`src/shared/hmw_pkg.sv`:
```
// Purpose: Constants and types for the host memory window mailbox.
// Assumes: Host registers sit at word index times four on the host APB.
// Notes:   Controller-side offsets are byte addresses on the second APB.
package hmw_pkg;

  // Host window register indices, byte address is four times the index
  localparam logic [3:0] HIDX_IN_MBOX  = 4'h0;
  localparam logic [3:0] HIDX_OUT_MBOX = 4'h1;
  localparam logic [3:0] HIDX_ADDR_LSB = 4'h2;
  localparam logic [3:0] HIDX_ADDR_MSB = 4'h3;
  localparam logic [3:0] HIDX_DATA0    = 4'h4;
  localparam logic [3:0] HIDX_DATA3    = 4'h7;
  localparam logic [3:0] HIDX_SRC_LSB  = 4'h8;
  localparam logic [3:0] HIDX_SRC_MSB  = 4'h9;
  localparam logic [3:0] HIDX_MASK_LSB = 4'ha;
  localparam logic [3:0] HIDX_MASK_MSB = 4'hb;
  localparam logic [3:0] HIDX_APP_ID   = 4'hc;

  // Controller-side register byte offsets
  localparam logic [7:0] EOFF_IN_MBOX  = 8'h00;
  localparam logic [7:0] EOFF_OUT_MBOX = 8'h04;
  localparam logic [7:0] EOFF_R0_BASE  = 8'h08;
  localparam logic [7:0] EOFF_R0_LIM   = 8'h0c;
  localparam logic [7:0] EOFF_R1_BASE  = 8'h10;
  localparam logic [7:0] EOFF_R1_LIM   = 8'h14;
  localparam logic [7:0] EOFF_SWI      = 8'h18;
  localparam logic [7:0] EOFF_STATUS   = 8'h1c;

  // Access size selector codes
  localparam logic [1:0] ACC_8    = 2'h0;
  localparam logic [1:0] ACC_16   = 2'h1;
  localparam logic [1:0] ACC_32   = 2'h2;
  localparam logic [1:0] ACC_AUTO = 2'h3;

  // Field positions
  localparam int LIM_WR_LSB     = 0;
  localparam int LIM_RD_LSB     = 16;
  localparam int LIM_W          = 15;
  localparam int REGION_SEL_BIT = 15;
  localparam int SRC_MBOX_BIT   = 0;

  // Reset values
  localparam logic [7:0]  RST_MBOX   = 8'h00;
  localparam logic [7:0]  RST_APP_ID = 8'h00;
  localparam logic [13:0] RST_WADDR  = 14'h0000;
  localparam logic [1:0]  RST_ACC    = 2'h0;
  localparam logic [31:0] RST_DATA   = 32'h0000_0000;
  localparam logic [15:0] RST_SRC    = 16'h0000;
  localparam logic [15:0] RST_MASK   = 16'h0000;
  localparam logic [29:0] RST_BASE   = 30'h0000_0000;
  localparam logic [14:0] RST_LIM    = 15'h0000;

  typedef enum logic [2:0] {
    ST_IDLE = 3'b001,
    ST_MEM  = 3'b010,
    ST_DONE = 3'b100
  } hmw_state_t;

endpackage

```
`src/hw/hmw_mailbox.sv`:
```
// Purpose: Host byte window into controller memory plus mailboxes.
// Assumes: Both APB ports and the memory port run on clock_i.
// Notes:   Host data accesses that touch memory stretch the APB wait.
//
// The register offsets and the APB interface to the registers were left to the implementer.
`timescale 1ns/1ns

// Contract
// - Block idles to low power without software
// - Host inbound mailbox write signals the controller
// - Controller outbound mailbox write raises host event
// - Host reads event source, mask blocks each
// - Sixteen-bit address and 32-bit data register
// - Two regions reachable without controller help
// - Host bytes singly, memory transfers multi-byte
// - Base and limits only on controller side
// - Independent read and write limits per region
// - Each window spans at most 32 kilobytes
// - Data window stays four-byte aligned
// - Fifteen-bit offset from selected region base
// - Write outside writable area skips memory
// - Read in no-access area changes no memory or data
// - Out-of-bounds auto: reads advance, writes not
// - Two-bit selector picks 8/16/32/auto size
// - Auto mode byte three advances one doubleword
// - 32-bit: byte zero read loads all
// - 32-bit: byte three write stores all
// - 16-bit: bytes zero, two read load halves
// - 16-bit: bytes one, three write store halves
// - 8-bit: every byte access touches memory
// - Low two address bits act as zero
// - Receiving side may clear mailbox bits
// - Active-low host event follows pending events
module hmw_mailbox
  import hmw_pkg::*;
(
  input  wire logic        clock_i,
  input  wire logic        rst_b_i,
  input  wire logic        h_psel_i,
  input  wire logic        h_penable_i,
  input  wire logic        h_pwrite_i,
  input  wire logic [7:0]  h_paddr_i,
  input  wire logic [31:0] h_pwdata_i,
  output logic      [31:0] h_prdata_o,
  output logic             h_pready_o,
  output logic             h_pslverr_o,
  input  wire logic        e_psel_i,
  input  wire logic        e_penable_i,
  input  wire logic        e_pwrite_i,
  input  wire logic [7:0]  e_paddr_i,
  input  wire logic [31:0] e_pwdata_i,
  output logic      [31:0] e_prdata_o,
  output logic             e_pready_o,
  output logic             e_pslverr_o,
  output logic             mem_req_o,
  output logic             mem_we_o,
  output logic      [31:0] mem_addr_o,
  output logic      [3:0]  mem_be_o,
  output logic      [31:0] mem_wdata_o,
  input  wire logic        mem_ack_i,
  input  wire logic [31:0] mem_rdata_i,
  output logic             ctl_mbox_event_o,
  output logic             host_event_n_o,
  output logic             low_power_o
);

  function automatic logic [3:0] lane_en(logic [1:0] a, logic [1:0] b);
    case (a)
      ACC_8:   lane_en = 4'h1 << b;
      ACC_16:  lane_en = b[1] ? 4'hc : 4'h3;
      default: lane_en = 4'hf;
    endcase
  endfunction

  function automatic logic load_at(logic [1:0] a, logic [1:0] b);
    case (a)
      ACC_8:   load_at = 1'h1;
      ACC_16:  load_at = ~b[0];
      default: load_at = (b == 2'h0);
    endcase
  endfunction

  function automatic logic store_at(logic [1:0] a, logic [1:0] b);
    case (a)
      ACC_8:   store_at = 1'h1;
      ACC_16:  store_at = b[0];
      default: store_at = (b == 2'h3);
    endcase
  endfunction

  function automatic logic [31:0] lanes(logic [3:0] be);
    lanes = {{8{be[3]}}, {8{be[2]}}, {8{be[1]}}, {8{be[0]}}};
  endfunction

  function automatic logic [31:0] put_byte(logic [31:0] d, logic [1:0] b,
                                           logic [7:0] v);
    logic [31:0] m;
    m = lanes(4'h1 << b);
    put_byte = (d & ~m) | ({4{v}} & m);
  endfunction

  hmw_state_t  state;
  logic [7:0]  inbound_mailbox;
  logic [7:0]  outbound_mailbox;
  logic [7:0]  app_id;
  logic [15:2] window_address;
  logic [1:0]  access_size;
  logic [31:0] data;
  logic [15:0] src;
  logic [15:0] mask;
  logic [31:2] base [2];
  logic [14:0] rd_lim [2];
  logic [14:0] wr_lim [2];
  logic [1:0]  p_b;
  logic        p_inc;

  logic [3:0]  h_idx;
  logic        h_map;
  logic        h_acc;
  logic        h_wr;
  logic        h_dat;
  logic [1:0]  h_b;
  logic        region;
  logic [14:0] offset;
  logic        rd_ok;
  logic        wr_ok;
  logic        go_rd;
  logic        go_wr;
  logic        auto_b3;
  logic [31:0] put_data;
  logic [31:0] rd_merge;
  logic [7:0]  h_rd_byte;
  logic        e_acc;
  logic        e_wr;
  logic        e_map;
  logic [31:0] e_rd;

  assign h_idx   = h_paddr_i[5:2];
  assign h_map   = (h_paddr_i[7:6] == 2'h0) && (h_idx <= HIDX_APP_ID);
  assign h_acc   = h_psel_i & h_penable_i & ~h_pready_o
                   & (state == ST_IDLE);
  assign h_wr    = h_acc & h_pwrite_i & h_map;
  assign h_dat   = h_acc & h_map & (h_idx >= HIDX_DATA0)
                   & (h_idx <= HIDX_DATA3);
  assign h_b     = h_idx[1:0];
  // Top address bit picks the region, the rest is the offset
  assign region  = window_address[REGION_SEL_BIT];
  assign offset  = {window_address[14:2], 2'h0};
  // Limits are in bytes, so a window never exceeds 32 KB
  assign rd_ok   = offset < rd_lim[region];
  assign wr_ok   = offset < wr_lim[region];
  assign go_rd   = h_dat & ~h_pwrite_i & load_at(access_size, h_b)
                   & rd_ok;
  assign go_wr   = h_dat & h_pwrite_i & store_at(access_size, h_b)
                   & wr_ok;
  // Reads of byte three always advance; writes only when in bounds
  assign auto_b3 = h_dat & (access_size == ACC_AUTO) & (h_b == 2'h3)
                   & (~h_pwrite_i | wr_ok);
  assign put_data = put_byte(data, h_b, h_pwdata_i[7:0]);
  assign rd_merge = (data & ~lanes(mem_be_o))
                    | (mem_rdata_i & lanes(mem_be_o));

  always_comb begin
    case (h_idx)
      HIDX_IN_MBOX:  h_rd_byte = inbound_mailbox;
      HIDX_OUT_MBOX: h_rd_byte = outbound_mailbox;
      HIDX_ADDR_LSB: h_rd_byte = {window_address[7:2], access_size};
      HIDX_ADDR_MSB: h_rd_byte = window_address[15:8];
      HIDX_SRC_LSB:  h_rd_byte = src[7:0];
      HIDX_SRC_MSB:  h_rd_byte = src[15:8];
      HIDX_MASK_LSB: h_rd_byte = mask[7:0];
      HIDX_MASK_MSB: h_rd_byte = mask[15:8];
      HIDX_APP_ID:   h_rd_byte = app_id;
      default:       h_rd_byte = data[8*h_b +: 8];
    endcase
    if (!h_map) begin
      h_rd_byte = 8'h00;
    end
  end

  // Host transfer sequencing and memory port
  always_ff @(posedge clock_i or negedge rst_b_i) begin
    if (!rst_b_i) begin
      state       <= ST_IDLE;
      h_pready_o  <= 1'h0;
      h_pslverr_o <= 1'h0;
      h_prdata_o  <= 32'h0000_0000;
      mem_req_o   <= 1'h0;
      mem_we_o    <= 1'h0;
      mem_addr_o  <= 32'h0000_0000;
      mem_be_o    <= 4'h0;
      mem_wdata_o <= 32'h0000_0000;
      p_b         <= 2'h0;
      p_inc       <= 1'h0;
    end else begin
      case (state)
        ST_IDLE: begin
          if (h_acc && (go_rd || go_wr)) begin
            // No controller involvement: the block masters memory itself
            mem_req_o   <= 1'h1;
            mem_we_o    <= h_pwrite_i;
            mem_addr_o  <= {base[region], 2'h0}
                           + {17'h0_0000, offset};
            mem_be_o    <= lane_en(access_size, h_b);
            mem_wdata_o <= put_data;
            p_b         <= h_b;
            p_inc       <= auto_b3;
            state       <= ST_MEM;
          end else if (h_acc) begin
            h_pready_o  <= 1'h1;
            h_pslverr_o <= ~h_map;
            h_prdata_o  <= {24'h00_0000, h_rd_byte};
            state       <= ST_DONE;
          end
        end
        ST_MEM: begin
          if (mem_ack_i) begin
            mem_req_o   <= 1'h0;
            h_pready_o  <= 1'h1;
            h_pslverr_o <= 1'h0;
            h_prdata_o  <= mem_we_o ? 32'h0000_0000
                           : {24'h00_0000, rd_merge[8*p_b +: 8]};
            state       <= ST_DONE;
          end
        end
        ST_DONE: begin
          h_pready_o  <= 1'h0;
          h_pslverr_o <= 1'h0;
          state       <= ST_IDLE;
        end
        default: begin
          h_pready_o  <= 1'h0;
          mem_req_o   <= 1'h0;
          state       <= ST_IDLE;
        end
      endcase
    end
  end

  // Data register: every host write to a data byte lands here
  always_ff @(posedge clock_i or negedge rst_b_i) begin
    if (!rst_b_i) begin
      data <= RST_DATA;
    end else if (h_dat && h_pwrite_i) begin
      data <= put_data;
    end else if (state == ST_MEM && mem_ack_i && !mem_we_o) begin
      data <= rd_merge;
    end
  end

  // Window address and access size
  always_ff @(posedge clock_i or negedge rst_b_i) begin
    if (!rst_b_i) begin
      window_address <= RST_WADDR;
      access_size    <= RST_ACC;
    end else if (h_wr && h_idx == HIDX_ADDR_LSB) begin
      window_address[7:2] <= h_pwdata_i[7:2];
      access_size         <= h_pwdata_i[1:0];
    end else if (h_wr && h_idx == HIDX_ADDR_MSB) begin
      window_address[15:8] <= h_pwdata_i[7:0];
    end else if ((auto_b3 && !go_wr)
                 || (state == ST_MEM && mem_ack_i && p_inc)) begin
      window_address <= window_address + 14'h0001;
    end
  end

  // Mailboxes; a write from the sender wins over a clear
  always_ff @(posedge clock_i or negedge rst_b_i) begin
    if (!rst_b_i) begin
      inbound_mailbox  <= RST_MBOX;
      outbound_mailbox <= RST_MBOX;
      ctl_mbox_event_o <= 1'h0;
      app_id           <= RST_APP_ID;
    end else begin
      ctl_mbox_event_o <= h_wr && h_idx == HIDX_IN_MBOX;
      if (h_wr && h_idx == HIDX_IN_MBOX) begin
        inbound_mailbox <= h_pwdata_i[7:0];
      end else if (e_wr && e_paddr_i == EOFF_IN_MBOX) begin
        inbound_mailbox <= inbound_mailbox & ~e_pwdata_i[7:0];
      end
      if (e_wr && e_paddr_i == EOFF_OUT_MBOX) begin
        outbound_mailbox <= e_pwdata_i[7:0];
      end else if (h_wr && h_idx == HIDX_OUT_MBOX) begin
        outbound_mailbox <= outbound_mailbox & ~h_pwdata_i[7:0];
      end
      if (h_wr && h_idx == HIDX_APP_ID) begin
        app_id <= h_pwdata_i[7:0];
      end
    end
  end

  // Event source, mask and host event pin
  always_ff @(posedge clock_i or negedge rst_b_i) begin
    if (!rst_b_i) begin
      src            <= RST_SRC;
      mask           <= RST_MASK;
      host_event_n_o <= 1'h1;
    end else begin
      src <= (src & ~{(h_wr && h_idx == HIDX_SRC_MSB) ? h_pwdata_i[7:0]
                                                      : 8'h00,
                      (h_wr && h_idx == HIDX_SRC_LSB) ? h_pwdata_i[7:0]
                                                      : 8'h00})
             | {(e_wr && e_paddr_i == EOFF_SWI) ? e_pwdata_i[15:1]
                                                : 15'h0000,
                e_wr && e_paddr_i == EOFF_OUT_MBOX};
      if (h_wr && h_idx == HIDX_MASK_LSB) begin
        mask[7:0] <= h_pwdata_i[7:0];
      end
      if (h_wr && h_idx == HIDX_MASK_MSB) begin
        mask[15:8] <= h_pwdata_i[7:0];
      end
      host_event_n_o <= ~|(src & ~mask);
    end
  end

  // Controller-side APB slave; only place region settings live
  assign e_acc = e_psel_i & e_penable_i & ~e_pready_o;
  assign e_wr  = e_acc & e_pwrite_i & e_map;

  always_comb begin
    e_map = 1'h1;
    case (e_paddr_i)
      EOFF_IN_MBOX:  e_rd = {24'h00_0000, inbound_mailbox};
      EOFF_OUT_MBOX: e_rd = {24'h00_0000, outbound_mailbox};
      EOFF_R0_BASE:  e_rd = {base[0], 2'h0};
      EOFF_R0_LIM:   e_rd = {1'h0, rd_lim[0], 1'h0, wr_lim[0]};
      EOFF_R1_BASE:  e_rd = {base[1], 2'h0};
      EOFF_R1_LIM:   e_rd = {1'h0, rd_lim[1], 1'h0, wr_lim[1]};
      EOFF_SWI:      e_rd = {16'h0000, src};
      EOFF_STATUS:   e_rd = {16'h0000, window_address, access_size};
      default: begin
        e_rd  = 32'h0000_0000;
        e_map = 1'h0;
      end
    endcase
  end

  always_ff @(posedge clock_i or negedge rst_b_i) begin
    if (!rst_b_i) begin
      e_pready_o  <= 1'h0;
      e_pslverr_o <= 1'h0;
      e_prdata_o  <= 32'h0000_0000;
      base[0]     <= RST_BASE;
      base[1]     <= RST_BASE;
      rd_lim[0]   <= RST_LIM;
      rd_lim[1]   <= RST_LIM;
      wr_lim[0]   <= RST_LIM;
      wr_lim[1]   <= RST_LIM;
    end else begin
      e_pready_o  <= e_acc;
      e_pslverr_o <= e_acc & ~e_map;
      e_prdata_o  <= (e_acc && !e_pwrite_i) ? e_rd : 32'h0000_0000;
      if (e_wr) begin
        case (e_paddr_i)
          EOFF_R0_BASE: base[0] <= e_pwdata_i[31:2];
          EOFF_R1_BASE: base[1] <= e_pwdata_i[31:2];
          EOFF_R0_LIM: begin
            rd_lim[0] <= e_pwdata_i[LIM_RD_LSB +: LIM_W];
            wr_lim[0] <= e_pwdata_i[LIM_WR_LSB +: LIM_W];
          end
          EOFF_R1_LIM: begin
            rd_lim[1] <= e_pwdata_i[LIM_RD_LSB +: LIM_W];
            wr_lim[1] <= e_pwdata_i[LIM_WR_LSB +: LIM_W];
          end
          default: begin
          end
        endcase
      end
    end
  end

  // Clock-gate hint: high the cycle after nothing addresses the block and the host sequencer is idle
  always_ff @(posedge clock_i or negedge rst_b_i) begin
    if (!rst_b_i) begin
      low_power_o <= 1'h0;
    end else begin
      low_power_o <= ~(h_psel_i | e_psel_i | (state != ST_IDLE));
    end
  end
endmodule

```
`config.mk`:
```
export PLATFORM = sky130hd
export DESIGN_NAME = hmw_mailbox
export DESIGN_NICKNAME = d
export VERILOG_FILES = /design/src/shared/hmw_pkg.sv /design/src/hw/hmw_mailbox.sv
export SDC_FILE = /design/constraint.sdc
export NUM_CORES = 1
export LEC_CHECK = 0
export BUFFER_PORTS_ARGS = -buffer_cell sky130_fd_sc_hd__buf_4
export CAP_MARGIN = 30
export CELL_PAD_IN_SITES_DETAIL_PLACEMENT = 1
export CELL_PAD_IN_SITES_GLOBAL_PLACEMENT = 1
export CORE_MARGIN = 2
export CORE_UTILIZATION = 49
export DETAILED_ROUTE_END_ITERATION = 6
export PLACE_DENSITY_LB_ADDON = 0.05
export SLEW_MARGIN = 5
export SYNTH_ARGS = -nofsm -noshare
export SYNTH_HDL_FRONTEND = slang
export SYNTH_SLANG_ARGS = --single-unit
```
`constraint.sdc`:
```
create_clock -name clock_i -period 10.45 [get_ports clock_i]
set_input_delay 0.5225 -clock clock_i [delete_from_list [all_inputs] [get_ports clock_i]]
set_output_delay 0.5225 -clock clock_i [all_outputs]
set_load 0.03 [all_outputs]
```
# Yosys cells after proc, flatten, opt, wreduce, memory -nomap -nowiden
# Index checks and enable logic that the tools add are counted.
# word_totals
register_bits	371
out_inout_bits	141
word_cells	226
# op_classes
n_addsub	2
magnitude_cmp	6
eq_ne	28
shift	3
n_mux	50
bitwise	52
n_reduce_logical	52
# ops
cell	count
$pmux W32 S8	1
$mux W32	6
$and A32 B32 Y32	4
$mux W15	7
$mux W30	3
$mux W8	9
$pmux W8 S9	1
$not A32 Y32	2
$or A32 B32 Y32	2
$pmux W32 S2	1
$shiftx A32 B6 Y8	2
$add A32 B15 Y32	1
$and A16 B16 Y16	2
$eq A8 B5 Y1 const B	4
$not A16 Y16	2
$lt A15 B15 Y1	2
$and A1 B1 Y1	22
$eq A4 B4 Y1 const B	5
$logic_and A1 B1 Y1	20
$and A8 B8 Y8	2
$eq A8 B4 Y1 const B	2
$not A8 Y8	2
$or A16 B16 Y16	1
$reduce_and A2 Y1	8
41 further kinds	82

# Depth between registers and ports, before layout
# depth
ltp_word	15
depth_mapped	17
mapped_depth_nobuf	10

# Worst setup path after synthesis
# OpenSTA, ideal clock, no wires.
# synth_timing
kind	reg2reg
start	register window_address[15] in the netlist's numbering
end	register h_prdata_o[0]
arrival_time_ns	3.956
required_time_ns	10.325
slack_ns	6.369
stages_incl_launch_ff	16
n_path_buf	6
path_cell_list	dfrtp_1 buf_2 buf_4 buf_2 clkbuf_1 clkbuf_1 mux2i_1 ha_1 nand4_1 or4b_2 a21oi_1 nor4b_2 nor2_2 a22o_1 buf_6 mux2_4
# synth_via
elab_chain_len	10
elab_cells_between_ends	15
# synth_lines
item	line	source
from (decl)	hmw_mailbox.sv:106	logic [15:2] window_address;
from (signal assigned)	hmw_mailbox.sv:263	window_address <= window_address + 14'h0001;
$not A1 Y2 (implied by the code) (*)	hmw_mailbox.sv:150, hmw_mailbox.sv:151	
$mux W15, on equally long branches (3 in a row)	hmw_mailbox.sv:150, hmw_mailbox.sv:151	
$lt A15 B15 Y1, on equally long branches	hmw_mailbox.sv:150, hmw_mailbox.sv:151	
$and A1 B1 Y1, on equally long branches	hmw_mailbox.sv:153, hmw_mailbox.sv:155	
$logic_or A1 B1 Y1 (*)	hmw_mailbox.sv:198	if (h_acc && (go_rd || go_wr)) begin
$logic_and A1 B1 Y1 (*)	hmw_mailbox.sv:198	
$ne A2 B2 Y1 (no line) (*)	-	
$reduce_and A4 Y1 (no line) (*)	-	
to (signal assigned)	hmw_mailbox.sv:212	h_prdata_o <= {24'h00_0000, h_rd_byte};
to (signal assigned)	hmw_mailbox.sv:221	h_prdata_o <= mem_we_o ? 32'h0000_0000
to (decl)	hmw_mailbox.sv:44	output logic [31:0] h_prdata_o,
# Every way passes the cells marked *; elsewhere a longest branch is shown, timed or not. The select of a mux whose other input is x is not followed.
# A chain may end at the register's enable or synchronous reset.

# Worst setup path after layout
# layout_timing
start	register window_address[15] in the netlist's numbering
end	register h_prdata_o[6]
# The elaborated chain is that of the path after synthesis.

==> impl_metrics.py <==
metrics = {
    "outcome": {
        "status": "finished, final reports clean",
    },
    "final_layout": {
        "fill_cells": 4089,
        "utilization": 0.5814,
        "nets": 2056,
        "fin_area_um2": 21800,
        "layout-drive-gt1-share": 0.2757,
        "area_growth_pct": 17.65,
    },
    "floorplanning": {
        "initial_utilization": 0.4942,
        "die_area_um2": 39380,
        "die_x_um": 198.4,
        "dieHeight_um": 198.4,
        "fp-row-count": 71,
        "core_um2": 37490,
        "io_pins": 262,
    },
    "power_and_ir_drop": {
        "power_frac_seq": 0.451,
        "ir_worst_vdd_mv": 0.1227,
        "p_sw_uw": 827.4,
        "p_clk_frac": 0.438,
        "leakagePower_uw": 0.009716,
        "power_density_nw_per_um2": 144.0,
        "p_sw_frac": 0.2637,
        "p_int_uw": 2311,
        "p_total_uw": 3138,
        "comb_power_share": 0.111,
    },
    "route": {
        "drc": 0,
        "wl_per_cell_um": 27.17,
        "num_vias": 15430,
        "avgViaCountPerCell": 6.348,
        "drt-total-wl_um": 66050,
        "ant_nets": 0,
        "drt_pass1_iterations": 5,
        "first_iter_violations": 1407,
    },
    "clock_tree": {
        "cts.root.buffer_cell": "clkbuf_16",
        "cts_resized": 0,
        "clkSlewWorstSetupHoldPaths_ns": 0.06,
        "cts_inserted_buffers": 39,
        "cts.sinks": 345,
        "clk_path_buf_depth": 3,
        "cts_tree": "built",
        "cts_max_level": 2,
        "post_cts_buffers": 0,
        "clk-insertion-delay-late_ns": 0.56,
    },
    "global_route": {
        "grt_pass1_vias": 15820,
        "antenna_found_initial": 5,
        "grt_max_degree": 97,
        "grt_overflow": 0,
        "gr-usage-all-layers": 0.3349,
        "grt_pass1_wl_um": 99090,
    },
    "synthesis": {
        "synth_top_cells_by_area": "dfrtp_1, mux2_2, mux2i_1",
        "ys_ff_latch": 345,
        "synth_area_um2": 18530,
        "avgSynthCellArea_um2": 10.75,
        "synth_edf_count": 0,
        "synth_ff_type": "dfrtp_1",
        "yosys.area.top_type": "dfrtp_1",
        "async_reset_ff_frac": 1.000,
        "ys_types": 81,
        "ys_seq_area_frac": 0.4661,
        "yosys.cell_count.top_type": "dfrtp_1",
        "yosysWarningCount": 0,
        "synth_top_area_frac": 0.4633,
        "netlist_instances": 1724,
        "synthTopCellsByCount": "dfrtp_1, mux2_2, nand2_1",
    },
    "sta": {
        "period_needed_ns": 4.712,
        "setup_viol": 0,
        "finalSetupTns_ns": 0,
        "worst_pin_slew_ns": 1.015,
        "rsz0062_at_grt": "false",
        "slew_headroom": 0.3178,
        "skew_ns": 0.02008,
        "holdWs_ns": 0.1491,
        "finalHoldViolCount": 0,
        "fmaxAchievable_ghz": 0.2122,
        "final_max_slew_viol_count": 0,
        "fin_crit_sh": 0.4509,
    },
    "critical_path": {
        "crit_chain": "buf_4 -> mux2i_1 -> ha_1 -> a21o_1 -> a221oi_1 -> a211oi_1 -> nor4_2 -> nor2_4 -> a22o_1 -> mux2_4",
        "cp_max_fo": 44,
        "worstPathArrival_ns": 5.14,
        "critPathKind": "reg -> reg",
        "end_kind": "register",
        "crit_path_top_delay_cell": "nor4_2",
        "start_kind": "register",
        "cp_slowest_stage_delay_ns": 0.78,
        "required_ns": 10.88,
    },
    "placement": {
        "dp_hpwl_um": 45330,
        "place_area_um2": 20410,
        "io_buffers": 209,
        "place.gp.congestion": 0.9535,
    },
    "flow_run": {
        "cap_violations": 0,
    },
    "min_path": {
        "hold_class": "in -> reg",
    },
}
## power by group through the flow
stage / sequential, uW / combinational, uW / clock, uW
final: 1410 / 347 / 1380
after global routing: 1420 / 371 / 1450
after CTS: 1410 / 344 / 1390
after detailed placement: 1440 / 341 / 0
after global placement: 1440 / 333 / 0
after floorplan: 1460 / 153 / 0
## sequential cells by signal, indices dropped and copies added, names as in the netlist, 2 cells and up
| name | count |
|---|---|
| base | 60 |
| data | 32 |
| e_prdata_o | 32 |
| mem_wdata_o | 32 |
| mem_addr_o | 30 |
| rd_lim | 30 |
| wr_lim | 30 |
| mask | 16 |
| src | 16 |
| window_address | 14 |
| app_id | 8 |
| h_prdata_o | 8 |
| inbound_mailbox | 8 |
| outbound_mailbox | 8 |
| mem_be_o | 4 |
| state | 3 |
| access_size | 2 |
| p_b | 2 |
## metal layers
layer | global-route usage | vias up | share of wire
met1 | 0.4594 | 7949 | 0.43
met5 | 0 | - | 0.00059
met4 | 0.1136 | 6 | 0.032
met2 | 0.5300 | 661 | 0.46
li1 | - | 6648 | -
met3 | 0.07087 | 167 | 0.078
## stage by stage
step,setup slack (ns),cells
6_report,5.738,2431
5_1_grt,5.508,2430
4_1_cts,5.755,2424
3_5_place_dp,5.790,2357
3_3_place_gp,5.787,2352
2_1_floorplan,6.369,1749
## repair_timing
item	in CTS	in global routing
hold endpoints to repair	67	0
hold buffers	1	0
setup endpoints to repair	0	0
## final timing paths
path / slack (ns) / endpoint / depth (start not counted) / startpoint
max: 5.74 / h_prdata_o[6] / 10 / window_address[15]
min: 0.15 / low_power_o / 2 / e_psel_i
max reg2reg: 5.74 / h_prdata_o[6] / 10 / window_address[15]
min reg2reg: 0.48 / mem_addr_o[23] / 2 / mem_addr_o[23]
max in group asynchronous: 7.79 / app_id[6] / 4 / rst_b_i
min in group asynchronous: 0.52 / mem_wdata_o[11] / 2 / rst_b_i
## final cells by class
cell class                      instances  area [um^2]  area share
Clock inverter                         11        147.6    0.006773
Antenna cell                            1        2.502   0.0001148
Inverter                               38        142.6    0.006544
Multi-Input combinational cell       1229         9225      0.4232
Clock buffer                           55         1106     0.05074
Timing Repair Buffer                  241         1897     0.08702
Sequential cell                       345         8637      0.3962
Tap cell                              511        639.4     0.02933
## layout by cell type (no fill, tap or decap), types with 39 or more instances in the layout
| cell | count |
|---|---|
| a21oi_1 | 71 |
| mux2_2 | 172 |
| nor2_1 | 134 |
| o21ai_0 | 80 |
| dfrtp_1 | 342 |
| mux2i_1 | 86 |
| clkbuf_16 | 39 |
| nand2_1 | 151 |
| buf_4 | 232 |
| a22oi_1 | 78 |
| a31oi_1 | 45 |
| ha_1 | 40 |
## critical path: cells and delay by family (launching register included)
kind            cells  cell delay, ns
compound gates      4            1.56
flops               1            0.36
buf+inv             1            0.46
mux                 2            0.73
fa+ha+maj           1            0.28
simple gates        2            1.15
## kinds of logic (layout without fill, tap and decap cells)
kind of cell | after synthesis | count (layout) | share of synthesized area
compound gates | 441 | 441 | 0.1637
mux | 287 | 287 | 0.1818
fa+ha+maj | 41 | 41 | 0.02809
other cells | 1 | 27 | 0.0002024
simple gates | 397 | 397 | 0.09867
xor+xnor | 37 | 37 | 0.01749
buf+inv | 175 | 345 | 0.04390
flops | 345 | 345 | 0.4661
Power figures use the tool's default switching activity.
